===== config.mk =====
export PLATFORM = sky130hd
export DESIGN_NAME = gcc_gate_current_regs
export DESIGN_NICKNAME = d
export VERILOG_FILES = /design/src/gcc_pkg.sv /design/src/gcc_gate_current_regs.sv
export VERILOG_INCLUDE_DIRS = /design/src
export SDC_FILE = /design/constraint.sdc
export NUM_CORES = 1
export LEC_CHECK = 0
export BUFFER_PORTS_ARGS = -buffer_cell sky130_fd_sc_hd__buf_4
export CORE_ASPECT_RATIO = 0.9
export CORE_MARGIN = 2
export CORE_UTILIZATION = 43
export DETAILED_ROUTE_END_ITERATION = 16
export GPL_TIMING_DRIVEN = 1
export MAX_ROUTING_LAYER = met4
export PLACE_DENSITY = 0.8
export SYNTH_ARGS = -nofsm -noshare
export SYNTH_HDL_FRONTEND = slang
export SYNTH_SLANG_ARGS = --single-unit
export TNS_END_PERCENT = 20

===== constraint.sdc =====
create_clock -name clk -period 1.8 [get_ports clk]
set_input_delay 0.18 -clock clk [delete_from_list [all_inputs] [get_ports clk]]
set_output_delay 0.18 -clock clk [all_outputs]
set_load 0.01 [all_outputs]

===== src/gcc_map.svh =====
// offsets, field positions, reset values and codes of the gate current registers
// assumes a 32-bit apb slave with one aligned word per register index
`ifndef GCC_MAP_SVH
`define GCC_MAP_SVH

// register indices; byte address is four times the index
`define GCC_IDX_LOCK 6'h04
`define GCC_IDX_HS 6'h06
`define GCC_IDX_LS 6'h07
`define GCC_ADDR_LOCK {`GCC_IDX_LOCK, 2'b00}
`define GCC_ADDR_HS {`GCC_IDX_HS, 2'b00}
`define GCC_ADDR_LS {`GCC_IDX_LS, 2'b00}

// reset values
`define GCC_RST_HS 8'hFF
`define GCC_RST_LS 8'hFF
`define GCC_RST_LOCK 3'h3

// field positions inside the gate current registers
`define GCC_SRC_MSB 7
`define GCC_SRC_LSB 4
`define GCC_SNK_MSB 3
`define GCC_SNK_LSB 0

// lock field position and patterns
`define GCC_LOCK_MSB 3
`define GCC_LOCK_LSB 1
`define GCC_PAT_LOCK 3'h6
`define GCC_PAT_UNLOCK 3'h3

`endif


===== src/gcc_pkg.sv =====
// types shared by the gate current register bank
// assumes gcc_map.svh supplies the numeric constants
package gcc_pkg;

  // register selected by an apb address
  typedef enum logic [1:0] {
    GCC_SEL_NONE,
    GCC_SEL_LOCK,
    GCC_SEL_HS,
    GCC_SEL_LS
  } gcc_sel_t;

  // static current codes toward the analog drive stages
  typedef struct packed {
    logic [3:0] hsSourceCurrentCode;
    logic [3:0] hsSinkCurrentCode;
    logic [3:0] lsSourceCurrentCode;
    logic [3:0] lsSinkCurrentCode;
  } gcc_codes_t;

  // whole state of the register bank
  typedef struct packed {
    logic [7:0] highSideGateCurrent;
    logic [7:0] lowSideGateCurrent;
    logic [2:0] lockPat;
    logic [31:0] rdData;
  } gcc_state_t;

endpackage


===== src/gcc_gate_current_regs.sv =====
// gate current configuration registers behind an apb slave
// assumes one clock, synchronous reset and an apb master on the same clock
// limitation: only byte lane 0 carries data, lanes 1 to 3 are dropped
`timescale 1ns/1ps
`include "gcc_map.svh"

// How it works
// - low-side register at index 7, resets FFh
// - bits 7-4 of high-side: source code, reset 1111b
// - bits 3-0 of high-side: sink code, reset 1111b
// - bits 7-4 of low-side: source code, reset 1111b
// - bits 3-0 of low-side: sink code, reset 1111b
// - lock pattern 110b blocks writes, 011b frees them
module gcc_gate_current_regs (
  input wire logic clk,
  input wire logic rst,
  input wire logic psel,
  input wire logic penable,
  input wire logic pwrite,
  input wire logic [7:0] paddr,
  input wire logic [31:0] pwdata,
  input wire logic [3:0] pstrb,
  output logic pready,
  output logic pslverr,
  output logic [31:0] prdata,
  output gcc_pkg::gcc_codes_t codes
);
  import gcc_pkg::*;

  gcc_state_t state_ff;
  gcc_state_t nxt_state;
  gcc_sel_t setupSel;
  gcc_sel_t accessSel;
  logic accessDone;
  logic wrDone;
  logic locked;

  // address decode, shared by setup and access phases
  // unmapped addresses fall through to none, so they never reach state
  function automatic gcc_sel_t decodeSel(input logic [7:0] addr);
    gcc_sel_t sel;
    sel = GCC_SEL_NONE;
    if (addr == `GCC_ADDR_LOCK) begin
      sel = GCC_SEL_LOCK;
    end else if (addr == `GCC_ADDR_HS) begin
      sel = GCC_SEL_HS;
    end else if (addr == `GCC_ADDR_LS) begin
      sel = GCC_SEL_LS;
    end
    return sel;
  endfunction

  // zero wait states; unmapped addresses answer with an error
  assign setupSel = decodeSel(paddr);
  assign accessSel = setupSel;
  // the slave never stretches, but a master must still wait on pready
  assign pready = 1'b1;
  assign pslverr = psel && penable && (accessSel == GCC_SEL_NONE);
  assign accessDone = psel && penable && pready;
  assign wrDone = accessDone && pwrite && pstrb[0] && !pslverr;
  // only two patterns are ever stored, so a compare with one is enough
  assign locked = (state_ff.lockPat == `GCC_PAT_LOCK);

  // next state: writes land at the access edge, read data caught in setup
  always_comb begin
    nxt_state = state_ff;
    if (wrDone) begin
      if (accessSel == GCC_SEL_LOCK) begin
        // patterns other than the two known ones leave the lock alone
        if (pwdata[`GCC_LOCK_MSB:`GCC_LOCK_LSB] == `GCC_PAT_LOCK ||
            pwdata[`GCC_LOCK_MSB:`GCC_LOCK_LSB] == `GCC_PAT_UNLOCK) begin
          nxt_state.lockPat = pwdata[`GCC_LOCK_MSB:`GCC_LOCK_LSB];
        end
      end else if (!locked) begin
        if (accessSel == GCC_SEL_HS) begin
          nxt_state.highSideGateCurrent = pwdata[7:0];
        end else if (accessSel == GCC_SEL_LS) begin
          nxt_state.lowSideGateCurrent = pwdata[7:0];
        end
      end
    end
    // latching in setup keeps prdata a flop output for the access phase
    if (psel && !penable) begin
      nxt_state.rdData = 32'h0000_0000;
      if (setupSel == GCC_SEL_HS) begin
        nxt_state.rdData = {24'h00_0000, state_ff.highSideGateCurrent};
      end else if (setupSel == GCC_SEL_LS) begin
        nxt_state.rdData = {24'h00_0000, state_ff.lowSideGateCurrent};
      end else if (setupSel == GCC_SEL_LOCK) begin
        nxt_state.rdData = {28'h000_0000, state_ff.lockPat, 1'b0};
      end
    end
  end

  // state register with synchronous reset
  always_ff @(posedge clk) begin
    if (rst) begin
      state_ff.highSideGateCurrent <= `GCC_RST_HS;
      state_ff.lowSideGateCurrent <= `GCC_RST_LS;
      state_ff.lockPat <= `GCC_RST_LOCK;
      // read data cleared too, so nothing stale shows after reset
      state_ff.rdData <= 32'h0000_0000;
    end else begin
      state_ff <= nxt_state;
    end
  end

  // codes come straight from the flops, so the analog side never sees glitches
  assign prdata = state_ff.rdData;
  assign codes.hsSourceCurrentCode = state_ff.highSideGateCurrent[`GCC_SRC_MSB:`GCC_SRC_LSB];
  assign codes.hsSinkCurrentCode = state_ff.highSideGateCurrent[`GCC_SNK_MSB:`GCC_SNK_LSB];
  assign codes.lsSourceCurrentCode = state_ff.lowSideGateCurrent[`GCC_SRC_MSB:`GCC_SRC_LSB];
  assign codes.lsSinkCurrentCode = state_ff.lowSideGateCurrent[`GCC_SNK_MSB:`GCC_SNK_LSB];
endmodule


==> results of run 1 <==
==> layout make-up <==
cell class,instances,area [sq um]
Sequential cell,27,540.5
Multi-Input combinational cell,127,760.7
Tap cell,46,57.56
Timing Repair Buffer,49,380.4
Fill cell,383,1893
Clock buffer,3,41.29
Clock inverter,1,5.005
==> sequential cells by signal, summed over array words and instances, names as in the netlist <==
name      cells
codes        16
prdata        8
state_ff      3
==> path summary, 6_finish.rpt <==
check | slack, ps | cells past startpoint | start | endpoint
max | 240 | 6 | paddr[5] | pslverr
min | 170 | 3 | pwdata[4] | codes[12]
max reg2reg | 470 | 5 | state_ff[32] | codes[4]
min reg2reg | 460 | 2 | prdata[3] | prdata[3]
==> stage by stage <==
stage	hold slack, ps	instance area [sq um]	total power [uW]	cells
after floorplan	332.4	1707	722.9	212
after global placement	441.4	1739	730.6	249
after detailed placement	444.4	1739	731.5	249
after CTS	166.1	1785	1062	253
after global routing	181.8	1785	1096	253
final	167.7	1785	1051	253
==> logic make-up (layout without fill, tap and decap cells) <==
group / count (synthesis) / after routing
XOR/XNOR: 1 / 1
multiplexers: 26 / 26
other: 2 / 25
flip-flops: 27 / 27
AND/OR/NAND/NOR: 63 / 63
AO/OA/AOI/OAI: 12 / 12
buffers and inverters: 58 / 53
==> worst min-delay path, delay by kind of cell <==
family	cells	cell delay, ps
and+or+nand+nor	1	40
buffers and inverters	1	70
muxes	1	100
==> metal layers <==
| layer | part of all wire [%] | vias up | routed length, um |
|---|---|---|---|
| li1 | - | 590 | - |
| met1 | 47 | 500 | 1322 |
| met2 | 44 | 40 | 1236 |
| met3 | 7.6 | 2 | 212 |
| met5 | 0 | - | 0 |
| met4 | 0.68 | 0 | 19 |
==> power by group through the flow <==
stage	registers (uW)	logic, uW	clock network (uW)
after CTS	597	120	345
after floorplan	611	112	0
after global routing	597	135	363
after global placement	611	119	0
after detailed placement	611	120	0
final	597	121	334
==> placed cells by master (no fill, tap or decap) <==
cell type | synthesis | final
o21ai_0 | 3 | 3
and4_1 | 1 | 1
buf_4 | 50 | 48
dfxtp_1 | 27 | 27
nand3_1 | 12 | 12
clkbuf_8 | 0 | 3
nor2b_1 | 2 | 2
nand4_1 | 1 | 1
nand2_1 | 10 | 10
nor3b_1 | 1 | 1
mux2_2 | 5 | 5
clkinv_2 | 0 | 1
nor2_1 | 27 | 27
or4b_4 | 1 | 1
nand3_4 | 1 | 1
conb_1 | 2 | 25
nor3_2 | 1 | 1
nand2b_1 | 4 | 4
buf_12 | 0 | 1
mux2i_1 | 21 | 21
nor4b_4 | 1 | 1
a21oi_1 | 9 | 9
xnor2_1 | 1 | 1
nand3b_1 | 1 | 1
==> flow_summary.toml, run 1 <==
[clocking]
clock_latency_on_the_worst_skew_pair_ps = 270
clock_transition_at_the_registers_of_the_reported_paths_ps = 90
cts_htree_levels = 1
cts_root_buffer = "clkbuf_8"
holdBufCountCts = 0
cts_setup_buffers = 0
total_of_cells_resized_after_clock_tree_synthesis = 0
cts-root-to-sink-buffers = 2
tritoncts = "yes"
cts.sink_count = 27
tritoncts.num_buffers = 3

[route]
number_of_optimization_iterations_in_the_first_detailed_route_pass = 4
dr.first_iter.drc_count = 34
routed_wire_length_um = 2792
via_per_inst = 4.474
detailroute.via_count = 1132
wl_per_cell_um = 11.04
ant_nets = 0
drc_errors = 0

[timing]
final_hold_viol_count = 0
finalSetupViolations = 0
layout_min_cycle_time_ps = 1561
fin_skew_ps = 6.061
unrepaired_setup_endpoints_after_global_routing = "no"
timing.final.crit_share_pct = 86.70
final-max-slew-violation-count = 0
finalWorstSetupSlack_ps = 239.4
final.setup.tns_ps = 0
max_freq_ghz = 0.6408

[floorplanning]
coreArea_sq_mm = 0.003679
boundaryPins = 99
die_w_um = 68.71
num_rows = 21
initial_core_util_pct = 44.05
die_h_um = 62.24
fp.dieArea_sq_mm = 0.004276

[power]
sw_frac_of_total_pct = 23.87
share_clk_of_total_power_pct = 31.7
cell_internal_pwr_uw = 800.5
p_seq_share_pct = 56.8
comb_power_share_pct = 11.5
netSwitchingPower_uw = 251.0
cellPowerDensity_mw_per_mm2 = 588.9
max-vdd-ir-drop_mv = 0.3803
static-leakage-power_uw = 0.0007973

[worst_setup_path]
type_of_element_capturing_the_critical_path = "output port"
cpPeakStageDelay_ps = 550
timing.critical_path.cells = "buf_4 > or4b_4 > nor3_2 > buf_4 > a21oi_1 > buf_4"
critical-path-top-delay-family = "simple AND/OR/NAND/NOR gates"
critical_path.slowest_cell = "or4b_4"
worstPathArrival_ps = 1380
cpMostUsedCell = "buf_4"
worst-setup-path-type = "primary input to output port"
crit_buf_inv = 3
cp_data_required_time_ps = 1620
critical_path.startpoint_type = "primary input"
worst-path-max-fanout = 5

[final_layout]
post_route_cells_drive_above_1_share_pct = 29.95
n_antenna_cell = 0
layout.core_utilization_pct = 48.54
finish.net_count = 257
area.growth.synth_to_final_pct = 10.19

[synth]
synth.lib_cells_used.distinct = 23
ys_dominant_reg_cell = "dfxtp_1"
post_synthesis_async_set_or_reset_flop_share_pct = 0
synthAdderAreaFrac_pct = 0
library_cell_with_the_highest_instance_count_after_synthesis = "buf_4"
synthesis.area_sq_mm = 0.001620
yosysWarningCount = 0
syn_area_per_cell_sq_um = 8.573
synth_compound_gate_area_share_pct = 3.707
netlist.top_cell.by_area = "dfxtp_1"
synth_sequential_area_ratio_pct = 33.36
post_synth_main_area_contributors = "dfxtp_1 (33%), buf_4 (23%), mux2i_1 (13%), nor2_1 (6.3%), nand3_1 (3.7%)"
post_synthesis_register_bit_count = 27
post_synth_edffs = 0
yosys-top-cells-count = "buf_4 (50), dfxtp_1 (27), nor2_1 (27), mux2i_1 (21), nand3_1 (12)"
synth_top_family_by_area = "buffers and inverters"
multiplexer_share_of_the_synthesized_area_pct = 16.45
synthSimpleGateAreaFrac_pct = 20.46
synth_xor_area_share_pct = 0.5405
synthDominantCellAreaShare_pct = 33.36
synth_cells = 189

[placement]
hpwlAfterDp_um = 2140
place_congestion = 0.7148
buffer_ports.inserted = 46
dp_worst_setup_slack_ps = 102.5

[global_routing]
grt_pass1_wl_um = 4360
grt_util_all_layers_pct = 13.63
antenna_violations_before_repair = 0
gr-usage-met1_pct = 18.08
gr_peak_layer = "met2"
grt.met2_usage_pct = 20.19
vias_in_the_first_global_route = 1005
grt_max_degree = 37
grt_overflow = 0
global_routing_usage_on_met3_pct = 4.529

[worst_hold_path]
path_class_of_the_lowest_slack_min_delay_path = "primary input to flip-flop"

[job]
cap_viol_max_count = 0

[status]
result_of_the_run = "finished clean"
Power figures use the tool's default switching activity.
==> inputs of run 2 (changes only) <==
ABC_CLOCK_PERIOD_IN_PS = 1800   (was unset)
CELL_PAD_IN_SITES_DETAIL_PLACEMENT = 0   (was unset)
CELL_PAD_IN_SITES_GLOBAL_PLACEMENT = 1   (was unset)
CORE_UTILIZATION = 30   (was 43)
PLACE_DENSITY = 0.81   (was 0.8)
==> run 2 against run 1 <==
Setup slack improved by 9.1 ps; flip-flop and latch count did not move; hold slack improved by 1.7 ps; sequential power barely moved; maximum frequency rose by 0.58%; design area rose by 1.4%; power rose by 1.2%; clock skew fell by 2.6 ps; global-route usage fell by 2.4 points; non-clock buffer count did not move; largest cell class unchanged; die area rose by 40%; clock power rose by 3%.
==> flow_summary.toml, run 2 (synthesis gave the netlist of run 1 again) <==
[timing]
fin_skew_ps = 3.503
final.setup.tns_ps = 0
final-max-slew-violation-count = 0
timing.final.crit_share_pct = 86.20
max_freq_ghz = 0.6445
max_slew.worst_pin.slew_ps = 497.6
unrepaired_setup_endpoints_after_global_routing = "no"
final_hold_viol_count = 0
max_slew_margin_vs_limit_pct = 66.76
finalWorstSetupSlack_ps = 248.5
finalSetupViolations = 0
layout_min_cycle_time_ps = 1552
worst_hold_slack_ps = 169.4

[final_layout]
max_reg_flops = 16
n_antenna_cell = 0
finish.net_count = 257
layout.core_utilization_pct = 34.66
fillers = 556
regArea_sq_um = 540.5
area.growth.synth_to_final_pct = 11.74
final_common_cell = "buf_4"
multiInputGateArea_sq_um = 760.7
highest_count_cells_in_the_layout_ignoring_fill_and_taps = "buf_4 (48), nor2_1 (27), dfxtp_1 (27)"
post_route_cells_drive_above_1_share_pct = 29.47

[placement]
place_congestion = 0.7299
dp_worst_setup_slack_ps = 83.32
buffer_ports.inserted = 46
hpwlAfterDp_um = 2345

[floorplanning]
boundaryPins = 99
die_h_um = 73.72
num_rows = 25
die_w_um = 81.47
coreArea_sq_mm = 0.005224
initial_core_util_pct = 31.02
fp.dieArea_sq_mm = 0.006006

[route]
via_per_inst = 4.226
drc_errors = 0
detailroute.via_count = 1158
number_of_optimization_iterations_in_the_first_detailed_route_pass = 4
ant_nets = 0
dr.first_iter.drc_count = 60
wl_per_cell_um = 11.45
routed_wire_length_um = 3138

[global_routing]
antenna_violations_before_repair = 0
grt_max_degree = 37
grt_overflow = 0
vias_in_the_first_global_route = 1077
grt_pass1_wl_um = 5092
grt_util_all_layers_pct = 11.26

[worst_hold_path]
whs_path_depth = 3
holdPathEnd = "codes[12]"
path_class_of_the_lowest_slack_min_delay_path = "primary input to flip-flop"
worst_hold_startpoint = "pwdata[4]"

[worst_setup_path]
cpPeakStageDelay_ps = 550
worstRegToRegCells = 5
worstPathArrival_ps = 1370
critical-path-top-delay-family = "simple AND/OR/NAND/NOR gates"
cpMostUsedCell = "buf_4"
internal_reg_to_reg_setup_slack_ps = 480
critical_path.slowest_cell = "or4b_4"
worst-path-max-fanout = 5
type_of_element_capturing_the_critical_path = "output port"
timing.critical_path.cells = "buf_4 > or4b_4 > nor3_2 > buf_4 > a21oi_1 > buf_4"
r2r-start = "state_ff[32]"
worst-setup-path-type = "primary input to output port"
reg2reg_to = "codes[1]"
crit_buf_inv = 3
cp_data_required_time_ps = 1620
critical_path.startpoint_type = "primary input"

[power]
max-vdd-ir-drop_mv = 0.2424
design_power_total_uw = 1064
cellPowerDensity_mw_per_mm2 = 587.5
static-leakage-power_uw = 0.0007945

[clocking]
cts_setup_buffers = 0
cts_root_buffer = "clkbuf_8"
cts-root-to-sink-buffers = 2
clock_latency_on_the_worst_skew_pair_ps = 270
tritoncts.num_buffers = 3
total_of_cells_resized_after_clock_tree_synthesis = 0
tritoncts = "yes"
clock_transition_at_the_registers_of_the_reported_paths_ps = 90
cts.sink_count = 27
holdBufCountCts = 0
cts_htree_levels = 1

[job]
cap_viol_max_count = 0

[status]
result_of_the_run = "finished clean"
-- run 2: how the worst max path moves through the flow --
stage	start	endpoint	slack, ps	depth (start not counted)
after floorplan	paddr[5]	codes[0]	210	5
after global placement	paddr[5]	codes[11]	90	5
after detailed placement	paddr[5]	codes[9]	80	5
after CTS	paddr[5]	pslverr	240	6
after global routing	paddr[5]	pslverr	190	6
final	paddr[5]	pslverr	250	6
-- run 2: through the flow --
| stage | area, sq um | instances |
|---|---|---|
| after detailed placement | 1765 | 270 |
| after floorplan | 1707 | 212 |
| after CTS | 1810 | 274 |
| after global placement | 1765 | 270 |
| after global routing | 1810 | 274 |
| final | 1810 | 274 |
-- run 2: metal layers --
metal,vias up,global-route usage (%),routed length [um]
li1,585,-,-
met1,519,15.68,1468
met2,50,16.85,1426
met3,4,1.597,212
met4,0,3.390,31
met5,-,-,0
-- run 2: tightest hold or removal path: cells and delay by family --
family	cells	cell delay, ps
buffers and inverters	1	80
muxes	1	100
and+or+nand+nor	1	40
-- run 2: layout make-up --
cell class | instances | area share, %
multi-input combinational | 127 | 42.02
sequential | 27 | 29.85
timing repair buffer | 49 | 21.01
tap | 67 | 4.630
clock buffer | 4 | 2.488
-- run 2: where the power goes --
part / internal [uW] / leakage (uW) / switching [uW] / total (uW)
Combinational: 48.6 / 0.000554 / 74.0 / 123
Sequential: 597 / 0.000218 / 0.204 / 597
Clock: 158 / 0.0000228 / 185 / 344
Total: 804 / 0.000795 / 259 / 1060
